===== config.mk =====
export PLATFORM = sky130hd
export DESIGN_NAME = dsr_readback
export DESIGN_NICKNAME = d
export VERILOG_FILES = /design/src/pkg/dsr_pkg.sv /design/src/hw/dsr_byte_mux.sv /design/src/hw/dsr_readback.sv /design/src/hw/dsr_sync.sv
export VERILOG_INCLUDE_DIRS = /design/src /design/src/pkg
export SDC_FILE = /design/constraint.sdc
export NUM_CORES = 1
export LEC_CHECK = 0
export ABC_CLOCK_PERIOD_IN_PS = 5700
export BUFFER_PORTS_ARGS = -buffer_cell sky130_fd_sc_hd__clkbuf_2
export CORE_UTILIZATION = 50
export CTS_BUF_LIST = sky130_fd_sc_hd__clkbuf_4
export DETAILED_ROUTE_END_ITERATION = 6
export PLACE_DENSITY = 0.73
export SLEW_MARGIN = 20
export SYNTH_ARGS = -nofsm -noshare
export SYNTH_HDL_FRONTEND = slang
export SYNTH_HIERARCHICAL = 1
export SYNTH_SLANG_ARGS = --single-unit

===== constraint.sdc =====
create_clock -name i_core_clk -period 5.7 [get_ports i_core_clk]
set_clock_uncertainty 0.05 [all_clocks]
set_input_delay 0.285 -clock i_core_clk [delete_from_list [all_inputs] [get_ports i_core_clk]]
set_output_delay 0.285 -clock i_core_clk [all_outputs]
set_load 0.01 [all_outputs]

===== src/pkg/dsr_map.svh =====
`ifndef DSR_MAP_SVH
`define DSR_MAP_SVH
// Command codes
`define DSR_CMD_ORIENT      8'h0b
`define DSR_CMD_PIXFMT      8'h0c
`define DSR_CMD_IMAGE       8'h0d
`define DSR_CMD_SIGNAL      8'h0e
// Reset values of the read-back bytes
`define DSR_ORIENT_RST      8'h00
`define DSR_PIXFMT_RST      8'h66
`define DSR_IMAGE_RST       8'h00
`define DSR_SIGNAL_RST      8'h00
// Field positions, orientation byte
`define DSR_OR_ROW_BIT      7
`define DSR_OR_COL_BIT      6
`define DSR_OR_SWAP_BIT     5
`define DSR_OR_REFR_BIT     4
`define DSR_OR_BGR_BIT      3
// Field positions, pixel format byte
`define DSR_PF_RGB_LSB      4
`define DSR_PF_HOST_LSB     0
// Field positions, image mode byte
`define DSR_IM_SCROLL_BIT   7
`define DSR_IM_INV_BIT      5
`define DSR_IM_GAMMA_LSB    0
// Field positions, signal mode byte
`define DSR_SM_TEAR_OUTPUT_ENABLE_BIT     7
`define DSR_SM_TEKIND_BIT   6
`define DSR_SM_HS_BIT       5
`define DSR_SM_VS_BIT       4
`define DSR_SM_PCK_BIT      3
`define DSR_SM_DE_BIT       2
// Serial shift length
`define DSR_SER_BITS        8
`endif


===== src/pkg/dsr_pkg.sv =====
package dsr_pkg;
    // Mode state gathered from write commands
    typedef struct packed {
        logic       row_addr_order_flag;
        logic       col_addr_order_flag;
        logic       axis_swap_flag;
        logic       refresh_order_flag;
        logic       bgr_order_flag;
        logic [3:0] rgb_port_color_format;
        logic [2:0] host_port_color_format;
        logic       scroll_active_flag;
        logic       inversion_active_flag;
        logic [2:0] gamma_curve_select;
        logic       tear_output_enable;
        logic       tear_output_kind;
        logic       hsync_active_flag;
        logic       vsync_active_flag;
        logic       pixclk_active_flag;
        logic       data_enable_active_flag;
    } dsr_mode_t;

    // Parallel host pins after synchronisation
    typedef struct packed {
        logic       command_data_select;
        logic       write_strobe_n;
        logic       read_strobe_n;
        logic [7:0] data;
    } dsr_par_t;

    typedef enum logic [2:0] {
        DSR_IDLE  = 3'b001,
        DSR_DUMMY = 3'b010,
        DSR_DATA  = 3'b100
    } dsr_state_t;
endpackage : dsr_pkg


===== src/hw/dsr_byte_mux.sv =====
`timescale 1ns/100ps
`include "dsr_map.svh"
// Builds the answer byte for a read-back command, registered
module dsr_byte_mux
    import dsr_pkg::*;
(
    // Clock and reset
    input  wire logic       i_core_clk,
    input  wire logic       i_rstn,
    // Selection
    input  wire logic       i_load,
    input  wire logic [7:0] i_cmd,
    input  wire dsr_mode_t  i_mode,
    // Answer
    output logic      [7:0] o_byte,
    output logic            o_hit
);
    logic [7:0] orient_byte;
    logic [7:0] pixfmt_byte;
    logic [7:0] image_byte;
    logic [7:0] signal_byte;
    logic [7:0] sel_byte;
    logic       sel_hit;

    // Orientation: flags high, D2..D0 zero
    assign orient_byte = {i_mode.row_addr_order_flag,
                          i_mode.col_addr_order_flag,
                          i_mode.axis_swap_flag,
                          i_mode.refresh_order_flag,
                          i_mode.bgr_order_flag, 3'b000};
    // Pixel formats; D3 is unused and reads zero
    assign pixfmt_byte = {i_mode.rgb_port_color_format, 1'b0,
                          i_mode.host_port_color_format};
    // Image mode: D6, D4, D3 zero
    assign image_byte  = {i_mode.scroll_active_flag, 1'b0,
                          i_mode.inversion_active_flag, 2'b00,
                          i_mode.gamma_curve_select};
    // Signal mode: D1, D0 zero
    assign signal_byte = {i_mode.tear_output_enable,
                          i_mode.tear_output_kind,
                          i_mode.hsync_active_flag,
                          i_mode.vsync_active_flag,
                          i_mode.pixclk_active_flag,
                          i_mode.data_enable_active_flag, 2'b00};

    // Command decode
    always_comb begin
        sel_hit  = 1'b1;
        sel_byte = 8'h00;
        unique case (i_cmd)
            `DSR_CMD_ORIENT: sel_byte = orient_byte;
            `DSR_CMD_PIXFMT: sel_byte = pixfmt_byte;
            `DSR_CMD_IMAGE:  sel_byte = image_byte;
            `DSR_CMD_SIGNAL: sel_byte = signal_byte;
            default:         sel_hit  = 1'b0;
        endcase
    end

    // Capture at command time so a read sees a stable byte
    always_ff @(posedge i_core_clk or negedge i_rstn) begin
        if (!i_rstn) begin
            o_byte <= 8'h00;
            o_hit  <= 1'b0;
        end else if (i_load) begin
            o_byte <= sel_byte;
            o_hit  <= sel_hit;
        end
    end
endmodule : dsr_byte_mux


===== src/hw/dsr_readback.sv =====
`timescale 1ns/100ps
`include "dsr_map.svh"
//----------------------------------------------------------------------
// Operation
// - Command 0Bh: dummy, then orientation byte.
// - Orientation: row D7, column D6, swap D5, refresh D4, BGR D3.
// - Address order 1 decrement; swap 1 exchanged; colour 1 BGR.
// - Refresh order 1 top to bottom, 0 bottom to top.
// - Command 0Ch: dummy, RGB format D7:D4, host D2:D0, default 66h.
// - Host format 011/101/110 = 12/16/18 bpp, 111 reserved.
// - RGB format 0101/0110/1110, 0111 reserved.
// - Command 0Dh: dummy, scroll D7, inversion D5, gamma D2:D0.
// - Gamma codes 000..011 curves 0..3; higher undefined.
// - Scroll and inversion flags high only while active.
// - Command 0Eh: dummy, tear D7:D6, hsync, vsync, pixclk, enable.
// - RGB signal flags 1 when active, 0 when off.
// - Signal mode byte reads 00h after every reset.
// - Parallel needs dummy read; serial shifts byte right after command.
// - Command written low select on write rise; reads on read rise.
//----------------------------------------------------------------------
module dsr_readback
    import dsr_pkg::*;
(
    // Clock and reset
    input  wire logic       i_core_clk,
    input  wire logic       i_rstn,
    // Mode state from the write-command logic
    input  wire dsr_mode_t  i_mode,
    // Parallel host port
    input  wire logic       i_command_data_select,
    input  wire logic       i_write_strobe_n,
    input  wire logic       i_read_strobe_n,
    input  wire logic [17:0] i_data,
    output logic     [7:0]  o_data,
    output logic            o_data_oe,
    // Serial host port
    input  wire logic       i_ser_cs_n,
    input  wire logic       i_ser_sclk,
    input  wire logic       i_ser_sdi,
    output logic            o_ser_sdo,
    output logic            o_ser_sdo_oe
);
    //------------------------------------------------------------------
    // Pin synchronisers
    //------------------------------------------------------------------
    dsr_par_t   par_raw;
    dsr_par_t   par_s;
    logic [2:0] ser_s;

    // Only D7..D0 enter the core; D17..D8 never reach logic
    assign par_raw = '{command_data_select: i_command_data_select,
                       write_strobe_n:      i_write_strobe_n,
                       read_strobe_n:       i_read_strobe_n,
                       data:                i_data[7:0]};

    dsr_sync #(.WIDTH($bits(dsr_par_t))) u_par_sync (
        .i_core_clk (i_core_clk),
        .i_rstn     (i_rstn),
        .i_async    (par_raw),
        .i_rst_val  ('1),
        .o_sync     (par_s)
    );

    dsr_sync #(.WIDTH(3)) u_ser_sync (
        .i_core_clk (i_core_clk),
        .i_rstn     (i_rstn),
        .i_async    ({i_ser_cs_n, i_ser_sclk, i_ser_sdi}),
        .i_rst_val  ('1),
        .o_sync     (ser_s)
    );

    //------------------------------------------------------------------
    // Edge detection
    //------------------------------------------------------------------
    logic wr_d_reg;
    logic rd_d_reg;
    logic sclk_d_reg;
    logic wr_rise;
    logic rd_rise;
    logic sclk_rise;
    logic sclk_fall;
    logic cs_active;

    // Delayed copies of synchronised strobes
    always_ff @(posedge i_core_clk or negedge i_rstn) begin
        if (!i_rstn) begin
            wr_d_reg   <= 1'b1;
            rd_d_reg   <= 1'b1;
            sclk_d_reg <= 1'b1;
        end else begin
            wr_d_reg   <= par_s.write_strobe_n;
            rd_d_reg   <= par_s.read_strobe_n;
            sclk_d_reg <= ser_s[1];
        end
    end

    assign wr_rise   = par_s.write_strobe_n & ~wr_d_reg;
    assign rd_rise   = par_s.read_strobe_n & ~rd_d_reg;
    assign sclk_rise = ser_s[1] & ~sclk_d_reg;
    assign sclk_fall = ~ser_s[1] & sclk_d_reg;
    assign cs_active = ~ser_s[2];

    //------------------------------------------------------------------
    // Parallel command decode and read sequence
    //------------------------------------------------------------------
    dsr_state_t state_reg;
    dsr_state_t state_next;
    logic       par_cmd_take;
    logic       par_rd_take;
    logic       ser_cmd_take;
    logic [7:0] ser_cmd_reg;
    logic       cmd_load;
    logic [7:0] cmd_code;
    logic [7:0] ans_byte;
    logic       ans_hit;

    // Command on write rise with select low; write must idle for reads
    assign par_cmd_take = wr_rise & ~par_s.command_data_select;
    assign par_rd_take  = rd_rise & par_s.command_data_select
                          & par_s.write_strobe_n;
    assign cmd_load     = par_cmd_take | ser_cmd_take;
    // Serial code includes the eighth bit arriving on this very edge
    assign cmd_code     = par_cmd_take ? par_s.data
                          : {ser_cmd_reg[6:0], ser_s[0]};

    dsr_byte_mux u_mux (
        .i_core_clk (i_core_clk),
        .i_rstn     (i_rstn),
        .i_load     (cmd_load),
        .i_cmd      (cmd_code),
        .i_mode     (i_mode),
        .o_byte     (ans_byte),
        .o_hit      (ans_hit)
    );

    // A fresh command always restarts the sequence
    always_comb begin
        state_next = state_reg;
        unique case (state_reg)
            DSR_IDLE:  state_next = DSR_IDLE;
            DSR_DUMMY: if (par_rd_take) state_next = DSR_DATA;
            DSR_DATA:  if (par_rd_take) state_next = DSR_IDLE;
        endcase
        if (par_cmd_take) begin
            state_next = DSR_DUMMY;
        end
    end

    // Unknown codes skip to idle on the following cycle
    always_ff @(posedge i_core_clk or negedge i_rstn) begin
        if (!i_rstn) begin
            state_reg <= DSR_IDLE;
        end else if (state_reg == DSR_DUMMY && !ans_hit && !par_cmd_take
                     && wr_d_reg) begin
            state_reg <= DSR_IDLE;
        end else begin
            state_reg <= state_next;
        end
    end

    // Drive the bus while the host reads in the data phase
    always_ff @(posedge i_core_clk or negedge i_rstn) begin
        if (!i_rstn) begin
            o_data    <= `DSR_SIGNAL_RST;
            o_data_oe <= 1'b0;
        end else begin
            o_data    <= (state_reg == DSR_DATA) ? ans_byte : 8'h00;
            o_data_oe <= (state_reg == DSR_DATA) & ans_hit
                         & ~par_s.read_strobe_n;
        end
    end

    //------------------------------------------------------------------
    // Serial link: 8-bit command in, 8-bit answer out, no dummy
    //------------------------------------------------------------------
    logic [3:0] ser_cnt_reg;
    logic [7:0] ser_sh_reg;
    logic       ser_out_reg;
    logic       ser_loaded_reg;

    assign ser_cmd_take = cs_active & sclk_rise
                          & (ser_cnt_reg == 4'(`DSR_SER_BITS - 1))
                          & ~ser_out_reg;

    // Shift command in on rise; answer leaves on falls
    always_ff @(posedge i_core_clk or negedge i_rstn) begin
        if (!i_rstn) begin
            ser_cmd_reg    <= 8'h00;
            ser_cnt_reg    <= 4'h0;
            ser_out_reg    <= 1'b0;
            ser_loaded_reg <= 1'b0;
            ser_sh_reg     <= 8'h00;
        end else if (!cs_active) begin
            ser_cnt_reg    <= 4'h0;
            ser_out_reg    <= 1'b0;
            ser_loaded_reg <= 1'b0;
        end else if (!ser_out_reg) begin
            if (sclk_rise) begin
                ser_cmd_reg <= {ser_cmd_reg[6:0], ser_s[0]};
                ser_cnt_reg <= ser_cnt_reg + 4'h1;
            end
            if (ser_cmd_take) begin
                ser_out_reg <= 1'b1;
                ser_cnt_reg <= 4'h0;
            end
        end else begin
            if (!ser_loaded_reg) begin
                ser_sh_reg     <= ans_byte;
                ser_loaded_reg <= 1'b1;
            end else if (sclk_fall) begin
                // First fall presents D7; later falls advance
                if (ser_cnt_reg != 4'h0) begin
                    ser_sh_reg <= {ser_sh_reg[6:0], 1'b0};
                end
                ser_cnt_reg <= ser_cnt_reg + 4'h1;
            end
        end
    end

    // Output bit registered straight from shifter head
    always_ff @(posedge i_core_clk or negedge i_rstn) begin
        if (!i_rstn) begin
            o_ser_sdo    <= 1'b0;
            o_ser_sdo_oe <= 1'b0;
        end else begin
            o_ser_sdo    <= ser_sh_reg[7];
            o_ser_sdo_oe <= ser_out_reg & ser_loaded_reg & ans_hit
                            & cs_active
                            & (ser_cnt_reg <= 4'(`DSR_SER_BITS));
        end
    end
endmodule : dsr_readback


===== src/hw/dsr_sync.sv =====
`timescale 1ns/100ps
// Two-flop synchroniser for a vector of pin inputs
module dsr_sync #(
    parameter int WIDTH = 1
) (
    // Clock and reset
    input  wire logic             i_core_clk,
    input  wire logic             i_rstn,
    // Data
    input  wire logic [WIDTH-1:0] i_async,
    input  wire logic [WIDTH-1:0] i_rst_val,
    output logic      [WIDTH-1:0] o_sync
);
    logic [WIDTH-1:0] meta_reg;

    // First stage is read only by the second
    always_ff @(posedge i_core_clk or negedge i_rstn) begin
        if (!i_rstn) begin
            meta_reg <= '1;
            o_sync   <= '1;
        end else begin
            meta_reg <= i_async;
            o_sync   <= meta_reg;
        end
    end
endmodule : dsr_sync


==> out/metrics.yaml <==
grt_max_degree: 76
hpwl_um: 3360
period_share: 0.451
post_cts_resized: 0
pin_count: 60
via_count: 1921
slowest_stage: "dfstp_2"
critPathMaxStageDelay_ns: 0.60
ir_drop_mv: 0.187
start_util: 0.520
synth_area_mm2: 0.00308
fin_crit_ns: 2.57
finalHoldViolations: 0
drc: 0
syn2layout_area_growth_pct: 18.1
wl_per_cell_um: 13.4
fmax_mhz: 389
status: "finished clean"
hold_ws_ns: 0.00673
grt_usage: 0.176
postCtsHoldBufs: 14
critPathMaxFanout: 11
drt_iter0_markers: 148
syn_avg_cell_area_um2: 13.8
final_util: 0.614
cp.depth: 5
p_per_area_mw_per_mm2: 281
placedCellCount: 342
antenna_left: 0
setup_violations: 0
cts_root_buf: "clkbuf_4"
crit_path_end_kind: "flop"
nets: 343
io_buffers: 49
path_buf_inv: 0
syn-num-nets: 274
syn_inst: 223
core_area_mm2: 0.00592
ys_warn_count: 6
placementRows: 28
htree_levels: 3
r2r_slack_ns: 3.13
viasPerCell: 5.16
cts_setup_buffers: 0
reg2reg_depth: 5
stdcell_count: 372
cts.sinks: 75
hp-class: "in -> async"
antenna_found_initial: 0
final_common_cell: "clkbuf_2"
diodes: 0
clkLatencyLatePin_ns: 0.41
crit_type: "reg -> reg"
die_w_um: 80.5
grt_pass1_wl_um: 8340
clkTransAtPathRegs_ns: 0.12
place_congestion: 0.773
grt_overflow: 0
critPathLaunchType: "flop"
drive_gt1_frac: 0.468
cts_tree: "yes"
die-area_mm2: 0.00647
cts_max_path_buffers: 2
worst_slew_pin_slew_ns: 0.993
maxCapViolCount: 0
cp_top_family: "simple AND/OR/NAND/NOR gates"
cp_cell_sequence: "nor4b_4 -> nand2_1 -> nand2b_1 -> o2111ai_2 -> o32ai_2"
routed_wirelength_um: 4990
dr.pass1.iters: 4
setup_tns_ns: 0
p_leak_nw: 1.72
rsz0062_at_grt: "no"
arrival_ns: 2.84
crit_required_ns: 5.97
grt_pass1_vias: 1807
cts_buffers: 9
relSlewSlack: 0.336
die-height_um: 80.5
mostFrequentLayoutCells: "clkbuf_2 (48), dfrtp_1 (43), mux2_2 (32), dfstp_2 (32), inv_1 (16)"
slew_violations: 0
[cell type report]
cell class              count  area (µm²)
multi-input cells         124        1050
repair buffers             65         400
inverters                  17        63.8
fillers                   479        2280
clock buffers               9        67.6
clock inverters             7        42.5
well taps                  75        93.8
flip-flops and latches     75        1920
[stage by stage]
| step | cell area [µm²] | worst slack (ns) | power (mW) |
|---|---|---|---|
| floorplan | 3080 | 3.41 | 0.713 |
| CTS | 3640 | 3.09 | 1.04 |
| finish | 3640 | 3.13 | 1.02 |
| detailed placement | 3390 | 3.11 | 0.756 |
| global placement | 3390 | 3.18 | 0.751 |
| global route | 3640 | 2.91 | 1.08 |
[metal layers]
metal | share of wire | up-vias | routed length [µm] | global-route usage
li1 | - | 935 | - | -
met1 | 0.46 | 937 | 2290 | 0.233
met2 | 0.48 | 41 | 2410 | 0.264
met3 | 0.039 | 8 | 197 | 0.0477
met4 | 0.019 | 0 | 97 | 0.0911
met5 | 0 | - | 0 | 0
[power by group]
group	switching (mW)	internal [mW]
clock	0.183	0.0881
combinational	0.0661	0.0810
sequential	0.0256	0.579
total	0.275	0.748
[worst register-to-register path: stages, from the launching register on]
cell and delay (ns):
dfstp_2 0.60, nor4b_4 0.53, nand2_1 0.21, nand2b_1 0.40, o2111ai_2 0.37, o32ai_2 0.32
[final timing paths]
| kind | startpoint | end |
|---|---|---|
| setup / recovery | u_ser_sync/o_sync[1] | u_mux/o_byte[3] |
| hold / removal | i_rstn | o_data[0] |
| setup reg to reg | u_ser_sync/o_sync[1] | u_mux/o_byte[3] |
| hold reg to reg | u_par_sync/meta_reg[4] | u_par_sync/o_sync[4] |
| max in group asynchronous | i_rstn | ser_cnt_reg[0] |
| min in group i_core_clk | i_mode[21] | u_mux/o_byte[6] |
(Power assumes the default switching activity.)
